$ cat src/hw/sar_seq_pkg.sv
// constants, register map and types for the converter sequencer
package sar_seq_pkg;

    // clock rates and derived divider counts
    localparam int SYS_CLK_HZ = 40_000_000;
    localparam int FAST_CLK_HZ = 2_000_000;
    localparam int SLOW_CLK_HZ = 333_000;
    localparam int FAST_DIV = SYS_CLK_HZ / FAST_CLK_HZ;
    localparam int SLOW_DIV = SYS_CLK_HZ / SLOW_CLK_HZ;

    // conversion sequence lengths in converter clocks, result width and external channel count
    localparam int SAMPLE_CLOCKS = 6;
    localparam int CONVERT_CLOCKS = 14;
    localparam int RESULT_BITS = 12;
    localparam int EXT_CHANNELS = 10;

    // register offsets
    localparam logic [7:0] ADDR_IRQ_ENABLE = 8'ha8;
    localparam logic [7:0] ADDR_CONTROL = 8'had;
    localparam logic [7:0] ADDR_RESULT_LOW = 8'hae;
    localparam logic [7:0] ADDR_RESULT_HIGH = 8'haf;
    localparam logic [7:0] ADDR_EVENT_STATUS = 8'hb0;
    localparam logic [7:0] ADDR_EVENT_MASK = 8'hb1;

    // field positions and event register width
    localparam int BIT_POWER_ON = 7;
    localparam int BIT_TRIGGER = 6;
    localparam int BIT_SLOW_SELECT = 5;
    localparam int BIT_DONE = 4;
    localparam int BIT_IRQ_ENABLE = 6;
    localparam int EVT_DONE = 0;
    localparam int EVT_WRITE_BUSY = 1;
    localparam int EVENT_BITS = 2;

    // select codes
    localparam logic [3:0] SEL_LAST_EXTERNAL = 4'h9;
    localparam logic [3:0] SEL_QUARTER_SUPPLY = 4'hf;

    // reset values and the midscale trial code loaded at conversion start
    localparam logic [7:0] CONTROL_RESET = 8'h00;
    localparam logic [11:0] RESULT_RESET = 12'h000;
    localparam logic [11:0] DAC_MIDSCALE = 12'h800;

    typedef struct packed {
        logic converter_power_on;
        logic conversion_trigger;
        logic slow_sample_clock_select;
        logic conversion_done_flag;
        logic [3:0] input_channel_select;
    } control_t;

    typedef enum {SEQ_IDLE, SEQ_SAMPLE, SEQ_CONVERT} seq_state_t;

endpackage

$ cat src/hw/sar_converter_sequencer.sv
// control logic and register file of the successive approximation converter
//
// Functional notes
// (RULE1) control bit 7 powers the converter when one, removes power when zero
// (RULE2) writing one to the trigger bit starts one conversion; zero does nothing
// (RULE3) software must not write control again until the done flag is set
// (RULE4) slow select zero gives 2MHz sampling clock, one gives 333kHz
// (RULE5) conversion clock stays at 2MHz regardless of slow select
// (RULE6) each conversion runs 6 sampling then 14 conversion clocks
// (RULE7) setting the trigger clears the done flag in hardware
// (RULE8) finishing a conversion sets the done flag in hardware
// (RULE9) done flag is the interrupt request; software clears it, hardware sets it
// (RULE10) 12-bit result, 11 selectable channels sharing pins with general I/O
// (RULE11) one channel is an internal quarter-supply tap for supply measurement
// (RULE12) select 0-9 external channels, 10-14 reserved, 15 quarter supply
// (RULE13) result bits 11:4 in high byte, bits 3:0 in low byte bits 7:4
// (RULE14) interrupt enable bit gates the done flag onto the interrupt
// (RULE15) done flag in bit 4, input select in bits 3:0
//
// The address-and-strobe port is this design's own decision.
`timescale 1ns/10ps
`default_nettype none
module sar_converter_sequencer (
    // clock and reset
    input wire logic clk_sys,
    input wire logic sys_rst,
    // register port
    input wire logic [7:0] reg_addr,
    input wire logic [7:0] reg_wdata,
    input wire logic reg_wr,
    input wire logic reg_rd,
    output logic [7:0] reg_rdata,
    // interrupts
    output logic converter_irq,
    output logic event_irq,
    // analogue core
    input wire logic comparator_in,
    output logic converter_power_on,
    output logic [3:0] input_channel_select,
    output logic quarter_supply_tap_en,
    output logic [sar_seq_pkg::EXT_CHANNELS-1:0] analog_channel_pin,
    output logic sample_hold,
    output logic [sar_seq_pkg::RESULT_BITS-1:0] dac_code,
    output logic busy
);
    import sar_seq_pkg::*;

    ////////////////////////////////////////////////////////////////////////////
    // clock ticks

    logic run;
    logic fast_tick;
    logic slow_tick;
    logic sample_tick;
    logic slow_latched;

    tick_divider #(.DIV(FAST_DIV)) u_fast_tick (
        .clk_sys(clk_sys),
        .sys_rst(sys_rst),
        .run(run),
        .tick(fast_tick)
    );

    tick_divider #(.DIV(SLOW_DIV)) u_slow_tick (
        .clk_sys(clk_sys),
        .sys_rst(sys_rst),
        .run(run),
        .tick(slow_tick)
    );

    // sampling speed follows the bit latched at trigger time
    assign sample_tick = slow_latched ? slow_tick : fast_tick; // [RULE4]

    ////////////////////////////////////////////////////////////////////////////
    // comparator synchroniser

    logic cmp_meta;
    logic cmp_sync;

    // comparator is asynchronous to clk_sys
    always_ff @(posedge clk_sys) begin
        if (sys_rst) begin
            cmp_meta <= 1'b0;
            cmp_sync <= 1'b0;
        end else begin
            cmp_meta <= comparator_in;
            cmp_sync <= cmp_meta;
        end
    end

    ////////////////////////////////////////////////////////////////////////////
    // register access decode

    logic wr_control;
    logic wr_irq_enable;
    logic wr_mask;
    logic rd_status;
    logic start;
    logic finish;

    assign wr_control = reg_wr && (reg_addr == ADDR_CONTROL);
    assign wr_irq_enable = reg_wr && (reg_addr == ADDR_IRQ_ENABLE);
    assign wr_mask = reg_wr && (reg_addr == ADDR_EVENT_MASK);
    assign rd_status = reg_rd && (reg_addr == ADDR_EVENT_STATUS);
    // a trigger needs power; writes while busy are refused
    assign start = wr_control && !busy && reg_wdata[BIT_TRIGGER]
                   && reg_wdata[BIT_POWER_ON]; // [RULE2]

    ////////////////////////////////////////////////////////////////////////////
    // sequencer

    seq_state_t state;
    seq_state_t next_state;
    logic [4:0] step;
    logic [4:0] next_step;
    logic [11:0] next_dac;
    logic next_slow;
    logic [3:0] bit_idx;

    assign run = (state != SEQ_IDLE);
    assign bit_idx = 4'(RESULT_BITS - int'(step));
    assign finish = (state == SEQ_CONVERT) && fast_tick
                    && (step == 5'(CONVERT_CLOCKS - 1));

    // step counts ticks within each phase; trial bit walks msb to lsb
    always_comb begin
        next_state = state;
        next_step = step;
        next_dac = dac_code;
        next_slow = slow_latched;
        case (state)
            SEQ_IDLE: begin
                if (start) begin
                    next_state = SEQ_SAMPLE;
                    next_step = '0;
                    next_slow = reg_wdata[BIT_SLOW_SELECT];
                    next_dac = DAC_MIDSCALE;
                end
            end
            SEQ_SAMPLE: begin
                if (sample_tick) begin
                    if (step == 5'(SAMPLE_CLOCKS - 1)) begin // [RULE6]
                        next_state = SEQ_CONVERT;
                        next_step = '0;
                    end else begin
                        next_step = step + 1'b1;
                    end
                end
            end
            SEQ_CONVERT: begin
                // conversion clock always the fast divider
                if (fast_tick) begin // [RULE5]
                    if (finish) begin // [RULE6]
                        next_state = SEQ_IDLE;
                        next_step = '0;
                    end else begin
                        next_step = step + 1'b1;
                        // step 0 settles midscale, steps 1..12 decide one bit each
                        if (step != '0 && step <= 5'(RESULT_BITS)) begin // [RULE10]
                            if (!cmp_sync) begin
                                next_dac[bit_idx] = 1'b0;
                            end
                            if (bit_idx != '0) begin
                                next_dac[bit_idx - 1'b1] = 1'b1;
                            end
                        end
                    end
                end
            end
            default: begin
                next_state = SEQ_IDLE;
            end
        endcase
        // power loss aborts a conversion in flight
        if (!converter_power_on && state != SEQ_IDLE) begin // [RULE1]
            next_state = SEQ_IDLE;
            next_step = '0;
        end
    end

    always_ff @(posedge clk_sys) begin
        if (sys_rst) begin
            state <= SEQ_IDLE;
            step <= '0;
            dac_code <= RESULT_RESET;
            slow_latched <= 1'b0;
        end else begin
            state <= next_state;
            step <= next_step;
            dac_code <= next_dac;
            slow_latched <= next_slow;
        end
    end

    ////////////////////////////////////////////////////////////////////////////
    // control, result and interrupt registers

    control_t ctrl;
    control_t next_ctrl;
    logic [11:0] result;
    logic [11:0] next_result;
    logic irq_enable;
    logic next_irq_enable;
    logic [EVENT_BITS-1:0] status;
    logic [EVENT_BITS-1:0] next_status;
    logic [EVENT_BITS-1:0] mask;
    logic [EVENT_BITS-1:0] next_mask;
    logic [EVENT_BITS-1:0] events;

    assign events[EVT_DONE] = finish;
    assign events[EVT_WRITE_BUSY] = wr_control && busy;

    always_comb begin
        next_ctrl = ctrl;
        next_result = result;
        next_irq_enable = irq_enable;
        next_mask = mask;
        // trigger never stores; it reads back as zero
        next_ctrl.conversion_trigger = 1'b0; // [RULE2]
        if (wr_control && !busy) begin // [RULE3]
            next_ctrl.converter_power_on = reg_wdata[BIT_POWER_ON]; // [RULE1]
            next_ctrl.slow_sample_clock_select = reg_wdata[BIT_SLOW_SELECT];
            next_ctrl.input_channel_select = reg_wdata[3:0]; // [RULE15]
            // software may only clear the flag; hardware sets it
            next_ctrl.conversion_done_flag = ctrl.conversion_done_flag
                                             & reg_wdata[BIT_DONE]; // [RULE9]
            if (start) begin
                next_ctrl.conversion_done_flag = 1'b0; // [RULE7]
            end
        end
        // completion wins over a clearing write in the same cycle
        if (finish) begin
            next_ctrl.conversion_done_flag = 1'b1; // [RULE8]
            next_result = dac_code;
        end
        if (wr_irq_enable) begin
            next_irq_enable = reg_wdata[BIT_IRQ_ENABLE];
        end
        if (wr_mask) begin
            next_mask = reg_wdata[EVENT_BITS-1:0];
        end
        // read clears, but a new event in the same cycle survives
        next_status = (rd_status ? '0 : status) | events;
    end

    always_ff @(posedge clk_sys) begin
        if (sys_rst) begin
            ctrl <= control_t'(CONTROL_RESET);
            result <= RESULT_RESET;
            irq_enable <= 1'b0;
            mask <= '0;
            status <= '0;
        end else begin
            ctrl <= next_ctrl;
            result <= next_result;
            irq_enable <= next_irq_enable;
            mask <= next_mask;
            status <= next_status;
        end
    end

    ////////////////////////////////////////////////////////////////////////////
    // read data and registered outputs

    logic [7:0] next_rdata;
    logic [EXT_CHANNELS-1:0] next_pins;
    logic next_tap;

    // unmapped addresses read as zero
    always_comb begin
        next_rdata = 8'h00;
        if (!reg_rd) begin
            next_rdata = 8'h00;
        end else if (reg_addr == ADDR_CONTROL) begin
            next_rdata = ctrl; // [RULE15]
        end else if (reg_addr == ADDR_RESULT_HIGH) begin
            next_rdata = result[11:4]; // [RULE13]
        end else if (reg_addr == ADDR_RESULT_LOW) begin
            next_rdata = {result[3:0], 4'h0}; // [RULE13]
        end else if (reg_addr == ADDR_IRQ_ENABLE) begin
            next_rdata = 8'(irq_enable) << BIT_IRQ_ENABLE;
        end else if (reg_addr == ADDR_EVENT_STATUS) begin
            next_rdata = 8'(status);
        end else if (reg_addr == ADDR_EVENT_MASK) begin
            next_rdata = 8'(mask);
        end
    end

    // pin handover to the converter only while powered; reserved codes pick nothing
    always_comb begin
        next_pins = '0;
        next_tap = 1'b0;
        if (next_ctrl.converter_power_on) begin
            if (next_ctrl.input_channel_select <= SEL_LAST_EXTERNAL) begin // [RULE12]
                next_pins[next_ctrl.input_channel_select] = 1'b1; // [RULE10]
            end else if (next_ctrl.input_channel_select == SEL_QUARTER_SUPPLY) begin
                next_tap = 1'b1; // [RULE11]
            end
        end
    end

    always_ff @(posedge clk_sys) begin
        if (sys_rst) begin
            reg_rdata <= 8'h00;
            converter_irq <= 1'b0;
            event_irq <= 1'b0;
            converter_power_on <= 1'b0;
            input_channel_select <= 4'h0;
            quarter_supply_tap_en <= 1'b0;
            analog_channel_pin <= '0;
            sample_hold <= 1'b0;
            busy <= 1'b0;
        end else begin
            reg_rdata <= next_rdata;
            converter_irq <= next_ctrl.conversion_done_flag & next_irq_enable; // [RULE14]
            event_irq <= |(next_status & next_mask);
            converter_power_on <= next_ctrl.converter_power_on; // [RULE1]
            input_channel_select <= next_ctrl.input_channel_select;
            quarter_supply_tap_en <= next_tap;
            analog_channel_pin <= next_pins;
            sample_hold <= (next_state == SEQ_SAMPLE);
            busy <= (next_state != SEQ_IDLE);
        end
    end

endmodule // sar_converter_sequencer
`default_nettype wire

$ cat src/hw/tick_divider.sv
// clock enable pulse generator dividing the system clock
`timescale 1ns/10ps
`default_nettype none
module tick_divider #(
    parameter int DIV = 20
) (
    // clock and reset
    input wire logic clk_sys,
    input wire logic sys_rst,
    // control and pulse
    input wire logic run,
    output logic tick
);
    localparam int CW = $clog2(DIV);
    localparam logic [CW-1:0] LAST = CW'(DIV - 1);

    logic [CW-1:0] count;
    logic [CW-1:0] next_count;
    logic next_tick;

    // restart phase whenever run drops so every conversion starts aligned
    always_comb begin
        next_count = '0;
        next_tick = 1'b0;
        if (run) begin
            if (count == LAST) begin
                next_tick = 1'b1;
            end else begin
                next_count = count + 1'b1;
            end
        end
    end

    always_ff @(posedge clk_sys) begin
        if (sys_rst) begin
            count <= '0;
            tick <= 1'b0;
        end else begin
            count <= next_count;
            tick <= next_tick;
        end
    end
endmodule // tick_divider
`default_nettype wire

$ cat config.mk
export PLATFORM = sky130hd
export DESIGN_NAME = sar_converter_sequencer
export DESIGN_NICKNAME = d
export VERILOG_FILES = /design/src/hw/sar_seq_pkg.sv /design/src/hw/sar_converter_sequencer.sv /design/src/hw/tick_divider.sv
export SDC_FILE = /design/constraint.sdc
export NUM_CORES = 1
export LEC_CHECK = 0
export ABC_CLOCK_PERIOD_IN_PS = 2900
export BUFFER_PORTS_ARGS = -buffer_cell sky130_fd_sc_hd__clkbuf_2
export CAP_MARGIN = 20
export CORE_UTILIZATION = 40
export DETAILED_ROUTE_END_ITERATION = 8
export HOLD_SLACK_MARGIN = 0.03
export RECOVER_POWER = 50
export SYNTH_ARGS = -nofsm -noshare
export SYNTH_HDL_FRONTEND = slang
export SYNTH_SLANG_ARGS = --single-unit
$ cat constraint.sdc
create_clock -name clk_sys -period 2.9 [get_ports clk_sys]
set_input_delay 0.29 -clock clk_sys [delete_from_list [all_inputs] [get_ports clk_sys]]
set_output_delay 0.29 -clock clk_sys [all_outputs]
set_load 0.02 [all_outputs]
# After elaboration in Yosys (flattened, before gate mapping)
# Index checks and enable logic that the tools add are counted.
dict set report op_classes {
  shift 0
  bitwise_logic 11
  mul 0
  n_mux 47
  n_eq_ne 20
  add_sub_neg 5
  div_mod_pow 0
  n_reduce_logical 35
  order_cmp 8
}
# operator n
set op_table {}
lappend op_table {{2-to-1 mux 32 bit} 6}
lappend op_table {{2-to-1 mux 12 bit} 10}
lappend op_table {{case mux 32 bit (3 select lines)} 1}
lappend op_table {{equality test 32 x 2 -> 1 bit, second input constant} 2}
lappend op_table {{nonzero test 32 bit} 2}
lappend op_table {{equality test 8 bit, second input constant} 6}
lappend op_table {{equality test 32 x 1 -> 1 bit, second input constant} 1}
lappend op_table {{equality test 32 x 3 -> 1 bit, second input constant} 1}
lappend op_table {{logical NOT 32 bit} 1}
lappend op_table {{2-to-1 mux 5 bit} 6}
lappend op_table {{2-to-1 mux 8 bit} 3}
lappend op_table {{case mux 12 bit (2 select lines)} 1}
lappend op_table {{logical AND 1 bit} 15}
lappend op_table {{less-than comparator 4 x 5 -> 1 bit, second input constant} 3}
lappend op_table {{case mux 5 bit (3 select lines)} 1}
lappend op_table {{bitwise AND 12 bit} 1}
lappend op_table {{demux 1 bit (select 4 bit)} 3}
lappend op_table {{greater-or-equal comparator 4 x 1 -> 1 bit, second input constant} 3}
lappend op_table {{inverter 12 bit} 1}
lappend op_table {{OR 12 bit} 1}
lappend op_table {{OR reduction 3 bit} 4}
lappend op_table {{2-to-1 mux 1 bit} 11}
lappend op_table {{adder 5 x 1 -> 5 bit, second input constant} 2}
lappend op_table {{2-to-1 mux 2 bit} 4}
lappend op_table {{26 further kinds} 37}
dict set report word_totals {
  in_bits 21
  memories 0
  ramBits 0
  wordCells 152
  romBits 0
  latchBits 0
  reg_bits 114
  output_inout_bits 40
}

# Depth between registers and ports, before layout
# Gate-level depths: netlist of the first run.
dict set report logic_depth {
  depth_word 18
  ltp_mapped 8
  depth_no_buf 7
}

# Hierarchy
# A second synthesis of the first run with hierarchy kept.
dict set report unflattened {
  hier_cells 479
  hier_area_um2 4718.3
}
# module instances seq_area_each_um2 area_per_inst_um2 cells_per_inst
set by_module_without_submodules {}
lappend by_module_without_submodules {sar_converter_sequencer 1 1981.9 4155.2 425}
lappend by_module_without_submodules {{tick_divider at u_slow_tick} 1 160.2 310.3 32}
lappend by_module_without_submodules {{tick_divider at u_fast_tick} 1 120.1 252.7 22}

# Worst setup path before layout of the first run
# Ideal clock, no wire load.
dict set report synth_path {
  kind {reg2reg}
  start {register state[22]}
  end {register step[3]}
  path_slack_ns 0.377
  stages_incl_launch_ff 7
  t_arrival_ns 2.453
  period_less_slack_ns 2.523
  n_path_buf 1
  setup_ns 0.070
  t_required_ns 2.830
  cell_sequence {dfxtp_1 > or4_1 > or4b_1 > buf_2 > a311o_1 > or4_1 > a21oi_1}
}
dict set report synth_between {
  elab_chain_len 6
  elab_cells_between_ends 17
  cone_classes {6 x eq/ne; 3 x mux; 8 x reduce/logical}
}
# item line_no
set synth_rtl {}
lappend synth_rtl {{from (decl)} sar_converter_sequencer.sv:112} ;# seq_state_t state;
lappend synth_rtl {{from (signal assigned)} sar_converter_sequencer.sv:188} ;# state <= next_state;
lappend synth_rtl {{equality test 32 x 3 -> 1 bit} sar_converter_sequencer.sv:122} ;# assign finish = (state == SEQ_CONVERT) && fast_tick
lappend synth_rtl {{logical AND 1 bit} sar_converter_sequencer.sv:122}
lappend synth_rtl {{logical AND 1 bit} sar_converter_sequencer.sv:123} ;# && (step == 5'(CONVERT_CLOCKS - 1));
lappend synth_rtl {{2-to-1 mux 5 bit} sar_converter_sequencer.sv:153} ;# if (finish) begin
lappend synth_rtl {{2-to-1 mux 5 bit} sar_converter_sequencer.sv:152} ;# if (fast_tick) begin
lappend synth_rtl {{case mux 5 bit (3 select lines)} sar_converter_sequencer.sv:131} ;# case (state)
lappend synth_rtl {{to (signal assigned)} sar_converter_sequencer.sv:189} ;# step <= next_step;
lappend synth_rtl {{to (decl)} sar_converter_sequencer.sv:114} ;# logic [4:0] step;
# Parallel ways exist; a longest one is shown, timed or not. The select of a mux whose other input is x is not followed.
# A chain may end at the register's enable or synchronous reset.

# Worst setup path after layout of the first run
dict set report layout_path {
  start {register state[22]}
  end {register step[4]}
}
# Same word-level chain as after synthesis.

==> results.tsv, run 1 <==
metric	value	unit
outcome	finished clean	
non-filler cells, final	739	
f_max	374	MHz
clk_skew	0.00679	ns
pre-CTS setup slack	0.118	ns
DRC Markers	0	
max-slew violations	0	
WL final	10900	um
# diodes	0	
Worst VDD drop	0.535	mV
CP max FO	7	
pin count of the biggest net entering global routing	30	
Finish-stage setup viols	0	
sequential area share after synthesis	0.493	
GR Overflow Total	0	
XOR/XNOR share of the synthesized area	0.00955	
Synth Area in Simple Gates	0.231	
CP Launch Type	flip-flop	
CTS clock-pin slew for the worst setup and hold paths	0.05	ns
Syn Area/Cell	9.30	um2
Synth Area in Adders	0.0213	
crit path kind	flip-flop to flip-flop	
via count	3894	
Worst Max-Slew Pin Slew	1.24	ns
root buffer cell	clkbuf_16	
crit path time final	2.67	ns
Max clock buf depth	2	
total placed cells including tap cells	707	
final worst setup slack	0.228	ns
CTS tree	built	
via-per-instance ratio	5.27	
Yosys top cell by area	dfxtp_1	
I/O Buffers	60	
Fin Hold WS	0.0892	ns
EDFF count, synth	0	
die area	0.0119	mm2
layout cell share with drive strength beyond 1	0.130	
PD cells	680	mW/mm2
CTS H-tree lvls	4	
data arrival time of the worst path	3.01	ns
Post-Syn Area	0.00458	mm2
synth unique cells	60	
# hold bufs at CTS	0	
initial antenna violation count	0	
RSZ-0062 raised after global routing	false	
first-pass GRT wire length	17700	um
Worst Path Required	3.24	ns
Initial DRT Pass Iterations	5	
largest cells by area after synthesis	dfxtp_1 (49%), nor2_1 (4.7%), mux2i_1 (3.5%), a21oi_1 (3.1%), nand2_1 (2.9%)	
Final Cycle Share	0.921	
Leak Pwr	2.15	nW
top cell type's share of synthesized area	0.493	
CP endpoint kind	flip-flop	
final hold vios	0	
#FFs+latches synth	113	
max_slew headroom	0.171	
die width	109	um
Post-CTS Setup Inserts	0	
FP Rows	38	
Clock Sinks	113	
Synth Flop Type	dfxtp_1	
post_cts resized	0	
gr usage total	0.198	
Post-synth top cells	dfxtp_1 (113), nor2_1 (58), nand2_1 (35), a21oi_1 (28), o21ai_0 (19)	
most common cell in the synthesized netlist	dfxtp_1	
vias in the first global route	3629	
final RePlAce weighted congestion	0.815	
worst min path class	primary input to flip-flop	
nets	614	
Synth Instances	493	
Initial Util	0.417	
post-synthesis mux area share	0.0423	
Max-Cap Viols	0	
Final ANT Viol Nets	0	
largest family of logic cells by synthesized area	simple AND/OR/NAND/NOR gates	
YS warnings	0	
DR iter-0 viols	236	
per-cell routed wire length	14.8	um
Setup TNS	0	ns
# IOs	61	
total CTS buffers	17	
clk_lat worst skew	0.41	ns
complex-gate fraction of the synthesized area	0.160	
area grow syn2layout	24.7	%
Synth async-reset ratio	0	
core area	0.0110	mm2
DP HPWL	7810	um
Vert. Die Dim	109	um
state kept, by name, summed over array words and instances (netlist names), 4 cells and up:
name                  count
result                   12
dac_code                 12
u_slow_tick.count         7
input_channel_select      4
u_fast_tick.count         5
reg_rdata                 8
analog_channel_pin       10
state                    32
step                      5
critical path: stages, from the launching register on:
cell and delay, ns:
dfxtp_1 0.29, or4_1 0.53, or4b_4 0.63, a311o_1 0.44
or4_1 0.56, a21oi_1 0.16
cell families (layout without fill, tap and decap cells):
logic type                 count (synthesis)  in the layout
muxes                                     19             19
xor gates and xnor gates                   5              5
buffers and inverters                     43            120
and+or+nand+nor                          197            197
adders and majority gates                  8              8
other                                      1             30
DFF                                      113            113
AOI/OAI and AO/OA                        107            107
per-layer routing:
layer  routed length (um)  track usage  up-vias
li1                     -            -     1927
met1                 4900        0.241     1836
met2                 5190        0.320      112
met3                  597       0.0622       19
met4                  214       0.0859        0
met5                    0            0        -
final timing paths:
| path | start | endpoint | slack (ns) | cells after the start |
|---|---|---|---|---|
| max | state[22] | step[4] | 0.23 | 5 |
| min | comparator_in | cmp_meta | 0.09 | 2 |
| max reg2reg | state[22] | step[4] | 0.23 | 5 |
| min reg2reg | u_slow_tick.count[0] | u_slow_tick.count[0] | 0.44 | 1 |
through the flow:
| stage | instance area (um2) | util | power, mW |
|---|---|---|---|
| 5_1_grt | 5720 | 0.520 | 4.00 |
| 6_report | 5720 | 0.520 | 3.88 |
| 2_1_floorplan | 4690 | - | 1.67 |
| 3_3_place_gp | 5130 | 0.467 | 1.70 |
| 4_1_cts | 5770 | 0.525 | 3.93 |
| 3_5_place_dp | 5130 | 0.467 | 1.71 |
report_power, final:
part	switching, mW	total [mW]	leakage (nW)	internal, mW
logic	0.0490	0.0771	0.911	0.0281
clock network	0.690	2.21	0.312	1.52
registers	0.0118	1.60	0.923	1.59
total	0.750	3.88	2.15	3.13
area by class of cell:
type / count / area (um2)
repair buffers: 69 / 309
clock buffers: 22 / 484
clock inverters: 10 / 155
fillers: 1035 / 5270
well taps: 140 / 175
flip-flops and latches: 113 / 2260
multi-input cells: 366 / 2260
inverters: 19 / 71.3
cell usage in the layout (no fill, tap or decap), types with 4 or more instances in the layout:
master	synthesis	routed
nor4_1	4	4
conb_1	1	30
mux2i_1	16	16
clkbuf_8	0	4
buf_4	6	7
nor2_1	58	58
bufinv_16	0	4
a22oi_1	9	9
nor2b_1	18	18
dfxtp_1	113	113
nand3b_1	4	4
inv_1	18	18
nand2_1	35	35
clkbuf_1	13	44
nand4_1	6	6
clkinv_2	0	4
o32ai_1	7	7
and3_1	7	7
a21oi_1	28	28
nor3b_1	12	12
clkbuf_16	0	17
ha_1	7	7
clkbuf_2	0	19
a31o_2	9	9
or3_1	5	5
or4_1	8	7
a31oi_1	9	9
nor3_1	6	6
nand2b_1	5	5
o21ai_0	19	19
nand3_1	9	9
Note: power is estimated with default switching activity, not from simulation.
==> inputs of run 2 (changes only) <==
--- a/config.mk
+++ b/config.mk
@@ -8,9 +8,12 @@
 export ABC_CLOCK_PERIOD_IN_PS = 2900
 export BUFFER_PORTS_ARGS = -buffer_cell sky130_fd_sc_hd__clkbuf_2
 export CAP_MARGIN = 20
-export CORE_UTILIZATION = 40
+export CELL_PAD_IN_SITES_DETAIL_PLACEMENT = 1
+export CELL_PAD_IN_SITES_GLOBAL_PLACEMENT = 2
+export CORE_UTILIZATION = 35
 export DETAILED_ROUTE_END_ITERATION = 8
 export HOLD_SLACK_MARGIN = 0.03
+export PLACE_DENSITY_LB_ADDON = 0.1
 export RECOVER_POWER = 50
 export SYNTH_ARGS = -nofsm -noshare
 export SYNTH_HDL_FRONTEND = slang
==> run 2 against run 1 <==
Net effect: design area grew 0.13%; highest routed layer unchanged; via count rose by 2.2%; combinational power is 1% higher; non-clock buffer count grew 4; clock skew about the same.
==> results.tsv, run 2 (synthesized netlist as in run 1, its figures left out) <==
metric	value	unit
vias in the first global route	4041	
total CTS buffers	17	
clock power share	0.542	
Clock Sinks	113	
Setup TNS	0	ns
first-pass GRT wire length	20400	um
Final ANT Viol Nets	0	
PD cells	639	mW/mm2
placed cell areas	0.00521	mm2
Design Power	3.66	mW
DP HPWL	9410	um
gr usage total	0.202	
non-filler cells, final	775	
most used cell, CP	or4_1	
per-cell routed wire length	16.2	um
pin count of the biggest net entering global routing	23	
largest stage delay on the critical path	0.73	ns
CP Launch Type	flip-flop	
via count	3979	
max reg flops	32	
WL final	12600	um
Cell Chain, Critical Path	or4_1 -> or4b_1 -> a311o_1 -> or4_1 -> a21oi_1	
met1 usage	0.252	
CP max-delay cell	or4b_1	
via-per-instance ratio	5.13	
Finish-stage setup viols	0	
area grow syn2layout	24.8	%
FP Rows	41	
GR Overflow Total	0	
# fillers	1488	
outcome	finished clean	
Initial Util	0.362	
Fin Hold WS	0.0903	ns
DR iter-0 viols	193	
initial antenna violation count	0	
Combinational Power Share	0.021	
Vert. Die Dim	116	um
Hold Path Depth	2	
Net Sw Frac	0.228	
root buffer cell	clkbuf_16	
crit path kind	flip-flop to flip-flop	
f_max	363	MHz
crit path time final	2.76	ns
Worst Path Required	3.24	ns
CTS tree	built	
Reg2Reg Depth	5	
Final Cell Area	0.00572	mm2
Initial DRT Pass Iterations	4	
worst min path class	primary input to flip-flop	
DRC Markers	0	
internal power	2.83	mW
Post-CTS Setup Inserts	0	
most flop-heavy register	state	
most frequent cells in the layout	dfxtp_1 (113), nor2_1 (58), clkbuf_1 (45)	
I/O Buffers	60	
die width	116	um
nets	618	
Regs by FF count	state x32, dac_code x12, result x12	
core area	0.0127	mm2
CP max FO	7	
Layout Utilization	0.452	
CTS H-tree lvls	4	
data arrival time of the worst path	3.10	ns
GR peak layer	met2	
CP endpoint kind	flip-flop	
max-slew violations	0	
sequential share of power	0.437	
most common cell after layout, fill and taps aside	dfxtp_1	
final RePlAce weighted congestion	0.844	
met2 Use GR	0.328	
Worst Max-Slew Pin Slew	0.936	ns
clk_lat worst skew	0.41	ns
clk_skew	0.00638	ns
Max clock buf depth	2	
RSZ-0062 raised after global routing	false	
Max-Cap Viols	0	
final worst setup slack	0.144	ns
final hold vios	0	
grt met3 use	0.0576	
CTS clock-pin slew for the worst setup and hold paths	0.06	ns
max_slew headroom	0.376	
Worst VDD drop	0.382	mV
die area	0.0136	mm2
# diodes	0	
pre-CTS setup slack	0.129	ns
# IOs	61	
layout cell share with drive strength beyond 1	0.133	
Final Cycle Share	0.950	
total placed cells including tap cells	743	
Net Sw Power	833	uW
Leak Pwr	2.13	nW
-- run 2: repair_timing --
item | in CTS | in global routing
hold endpoints to repair | 0 | 0
setup endpoints to repair | 0 | 3
gates resized for setup | 0 | 1
hold buffers | 0 | 0
-- run 2: power groups by stage --
stage,Combinational (mW),Clock (mW),Sequential (mW)
finish,0.0782,1.98,1.60
global route,0.0906,2.11,1.60
CTS,0.0795,2.03,1.60
detailed placement,0.0790,0,1.63
global placement,0.0775,0,1.63
floorplan,0.0452,0,1.63
-- run 2: worst max-delay path: cells and delay by family (launching register included) --
family	cells	cell delay [ns]
AND/OR/NAND/NOR	3	1.77
flip-flops	1	0.29
AO/OA/AOI/OAI	2	0.62
-- run 2: final timing paths --
check,start,end,slack [ns]
worst min-delay path,comparator_in,cmp_meta,0.09
worst max-delay path,state[22],step[4],0.14
worst min register to register,cmp_meta,cmp_sync,0.44
worst max register to register,state[22],step[4],0.14
-- run 2: final cells by class --
class	instances	area (um2)	share of cell area
repair buffers	73	350	0.0612
well taps	172	215	0.0376
flip-flops and latches	113	2260	0.395
multi-input cells	366	2250	0.394
inverters	19	71.3	0.0125
clock inverters	13	126	0.0221
clock buffers	19	443	0.0774
-- run 2: per-layer routing --
metal,vias to the layer above,wire (um)
li1,1937,-
met1,1947,5870
met2,76,5940
met3,19,503
met4,0,255
met5,-,0
==> inputs of run 3 (changes only) <==
--- a/config.mk
+++ b/config.mk
@@ -10,11 +10,13 @@
 export CAP_MARGIN = 20
 export CELL_PAD_IN_SITES_DETAIL_PLACEMENT = 1
 export CELL_PAD_IN_SITES_GLOBAL_PLACEMENT = 2
+export CORE_MARGIN = 2
 export CORE_UTILIZATION = 35
 export DETAILED_ROUTE_END_ITERATION = 8
 export HOLD_SLACK_MARGIN = 0.03
 export PLACE_DENSITY_LB_ADDON = 0.1
 export RECOVER_POWER = 50
+export SETUP_SLACK_MARGIN = 0.02
 export SYNTH_ARGS = -nofsm -noshare
 export SYNTH_HDL_FRONTEND = slang
 export SYNTH_SLANG_ARGS = --single-unit
==> run 3 against run 2 <==
Net effect: wire length rose by 1.4%; sequential cell count unchanged; critical path type unchanged; global-route usage decreased by 1.5 points; power shrank 1.5%.
==> results.tsv, run 3 (synthesized netlist as in run 1, its figures left out) <==
metric	value	unit
CP endpoint kind	flip-flop	
most common cell after layout, fill and taps aside	dfxtp_1	
Vert. Die Dim	118	um
DR iter-0 viols	223	
first-pass GRT wire length	20600	um
# IOs	61	
Clock Sinks	113	
CP max FO	7	
vias in the first global route	4083	
RSZ-0062 raised after global routing	false	
final worst setup slack	0.126	ns
WL final	12700	um
I/O Buffers	60	
Final Cell Area	0.00572	mm2
CTS clock-pin slew for the worst setup and hold paths	0.06	ns
Initial Util	0.360	
PD cells	631	mW/mm2
CTS H-tree lvls	4	
Finish-stage setup viols	0	
gr usage total	0.187	
root buffer cell	clkbuf_16	
DP HPWL	9290	um
non-filler cells, final	776	
die area	0.0140	mm2
worst min path class	primary input to flip-flop	
pre-CTS setup slack	0.0835	ns
reg-to-reg setup timing slack	0.13	ns
FP Rows	41	
Design Power	3.60	mW
most frequent cells in the layout	dfxtp_1 (113), nor2_1 (58), clkbuf_1 (44)	
core area	0.0127	mm2
total placed cells including tap cells	744	
area grow syn2layout	24.7	%
total CTS buffers	17	
Worst Max-Slew Pin Slew	1.10	ns
DRC Markers	0	
most flop-heavy register	state	
clk_lat worst skew	0.41	ns
initial antenna violation count	0	
GR Overflow Total	0	
per-cell routed wire length	16.4	um
Final ANT Viol Nets	0	
Fin Hold WS	0.0991	ns
layout cell share with drive strength beyond 1	0.136	
Max-Cap Viols	0	
Worst VDD drop	0.334	mV
Regs by FF count	state x32, dac_code x12, result x12	
final RePlAce weighted congestion	0.777	
nets	619	
f_max	361	MHz
Initial DRT Pass Iterations	4	
die width	118	um
CTS tree	built	
crit path kind	flip-flop to flip-flop	
outcome	finished clean	
Worst Path Required	3.24	ns
via count	3985	
data arrival time of the worst path	3.11	ns
Leak Pwr	2.13	nW
max_slew headroom	0.266	
via-per-instance ratio	5.14	
Max clock buf depth	2	
pin count of the biggest net entering global routing	25	
# diodes	0	
max-slew violations	0	
# hold bufs at CTS	0	
max reg flops	32	
placed cell areas	0.00522	mm2
crit path time final	2.77	ns
Setup TNS	0	ns
Final Cycle Share	0.956	
final hold vios	0	
Layout Utilization	0.449	
clk_skew	0.00949	ns
CP Launch Type	flip-flop	
run 3: final cells by class:
cell class / instances / area (um2)
Fill cell: 1530 / 7010
Sequential cell: 113 / 2260
Multi-Input combinational cell: 366 / 2250
Clock buffer: 19 / 453
Timing Repair Buffer: 74 / 358
Tap cell: 172 / 215
Clock inverter: 13 / 101
Inverter: 19 / 71.3
run 3: path summary, 6_finish.rpt:
path / startpoint / endpoint / depth (start not counted)
setup / recovery: state[26] / step[4] / 5
hold reg to reg: u_slow_tick.count[0] / u_slow_tick.count[0] / 1
setup reg to reg: state[26] / step[4] / 5
hold / removal: comparator_in / cmp_meta / 2
run 3: what timing repair did:
| item | in CTS | in global routing |
|---|---|---|
| endpoints found under the setup margin | 0 | 7 |
| hold endpoints to repair | 0 | 0 |
| resized for setup | 0 | 1 |
| setup buffers | 0 | 0 |
run 3: routing by layer:
metal	global-route usage	share of wire	vias up
met5	0	0	-
met4	0.0543	0.011	0
met3	0.0507	0.046	18
met2	0.324	0.48	77
met1	0.227	0.46	1942
li1	-	-	1948
run 3: power by group:
part	leakage [nW]	total [mW]	switching [mW]	internal, mW
Combinational	0.934	0.0818	0.0524	0.0294
Clock	0.275	1.93	0.777	1.15
Sequential	0.923	1.60	0.0124	1.58
Total	2.13	3.60	0.842	2.76
run 3: critical path, cell delays in order (launching register included):
cell and delay [ns]:
dfxtp_1 0.29, or4_1 0.54, or4b_1 0.72, a311o_1 0.48, or4_1 0.52, a21oi_1 0.14
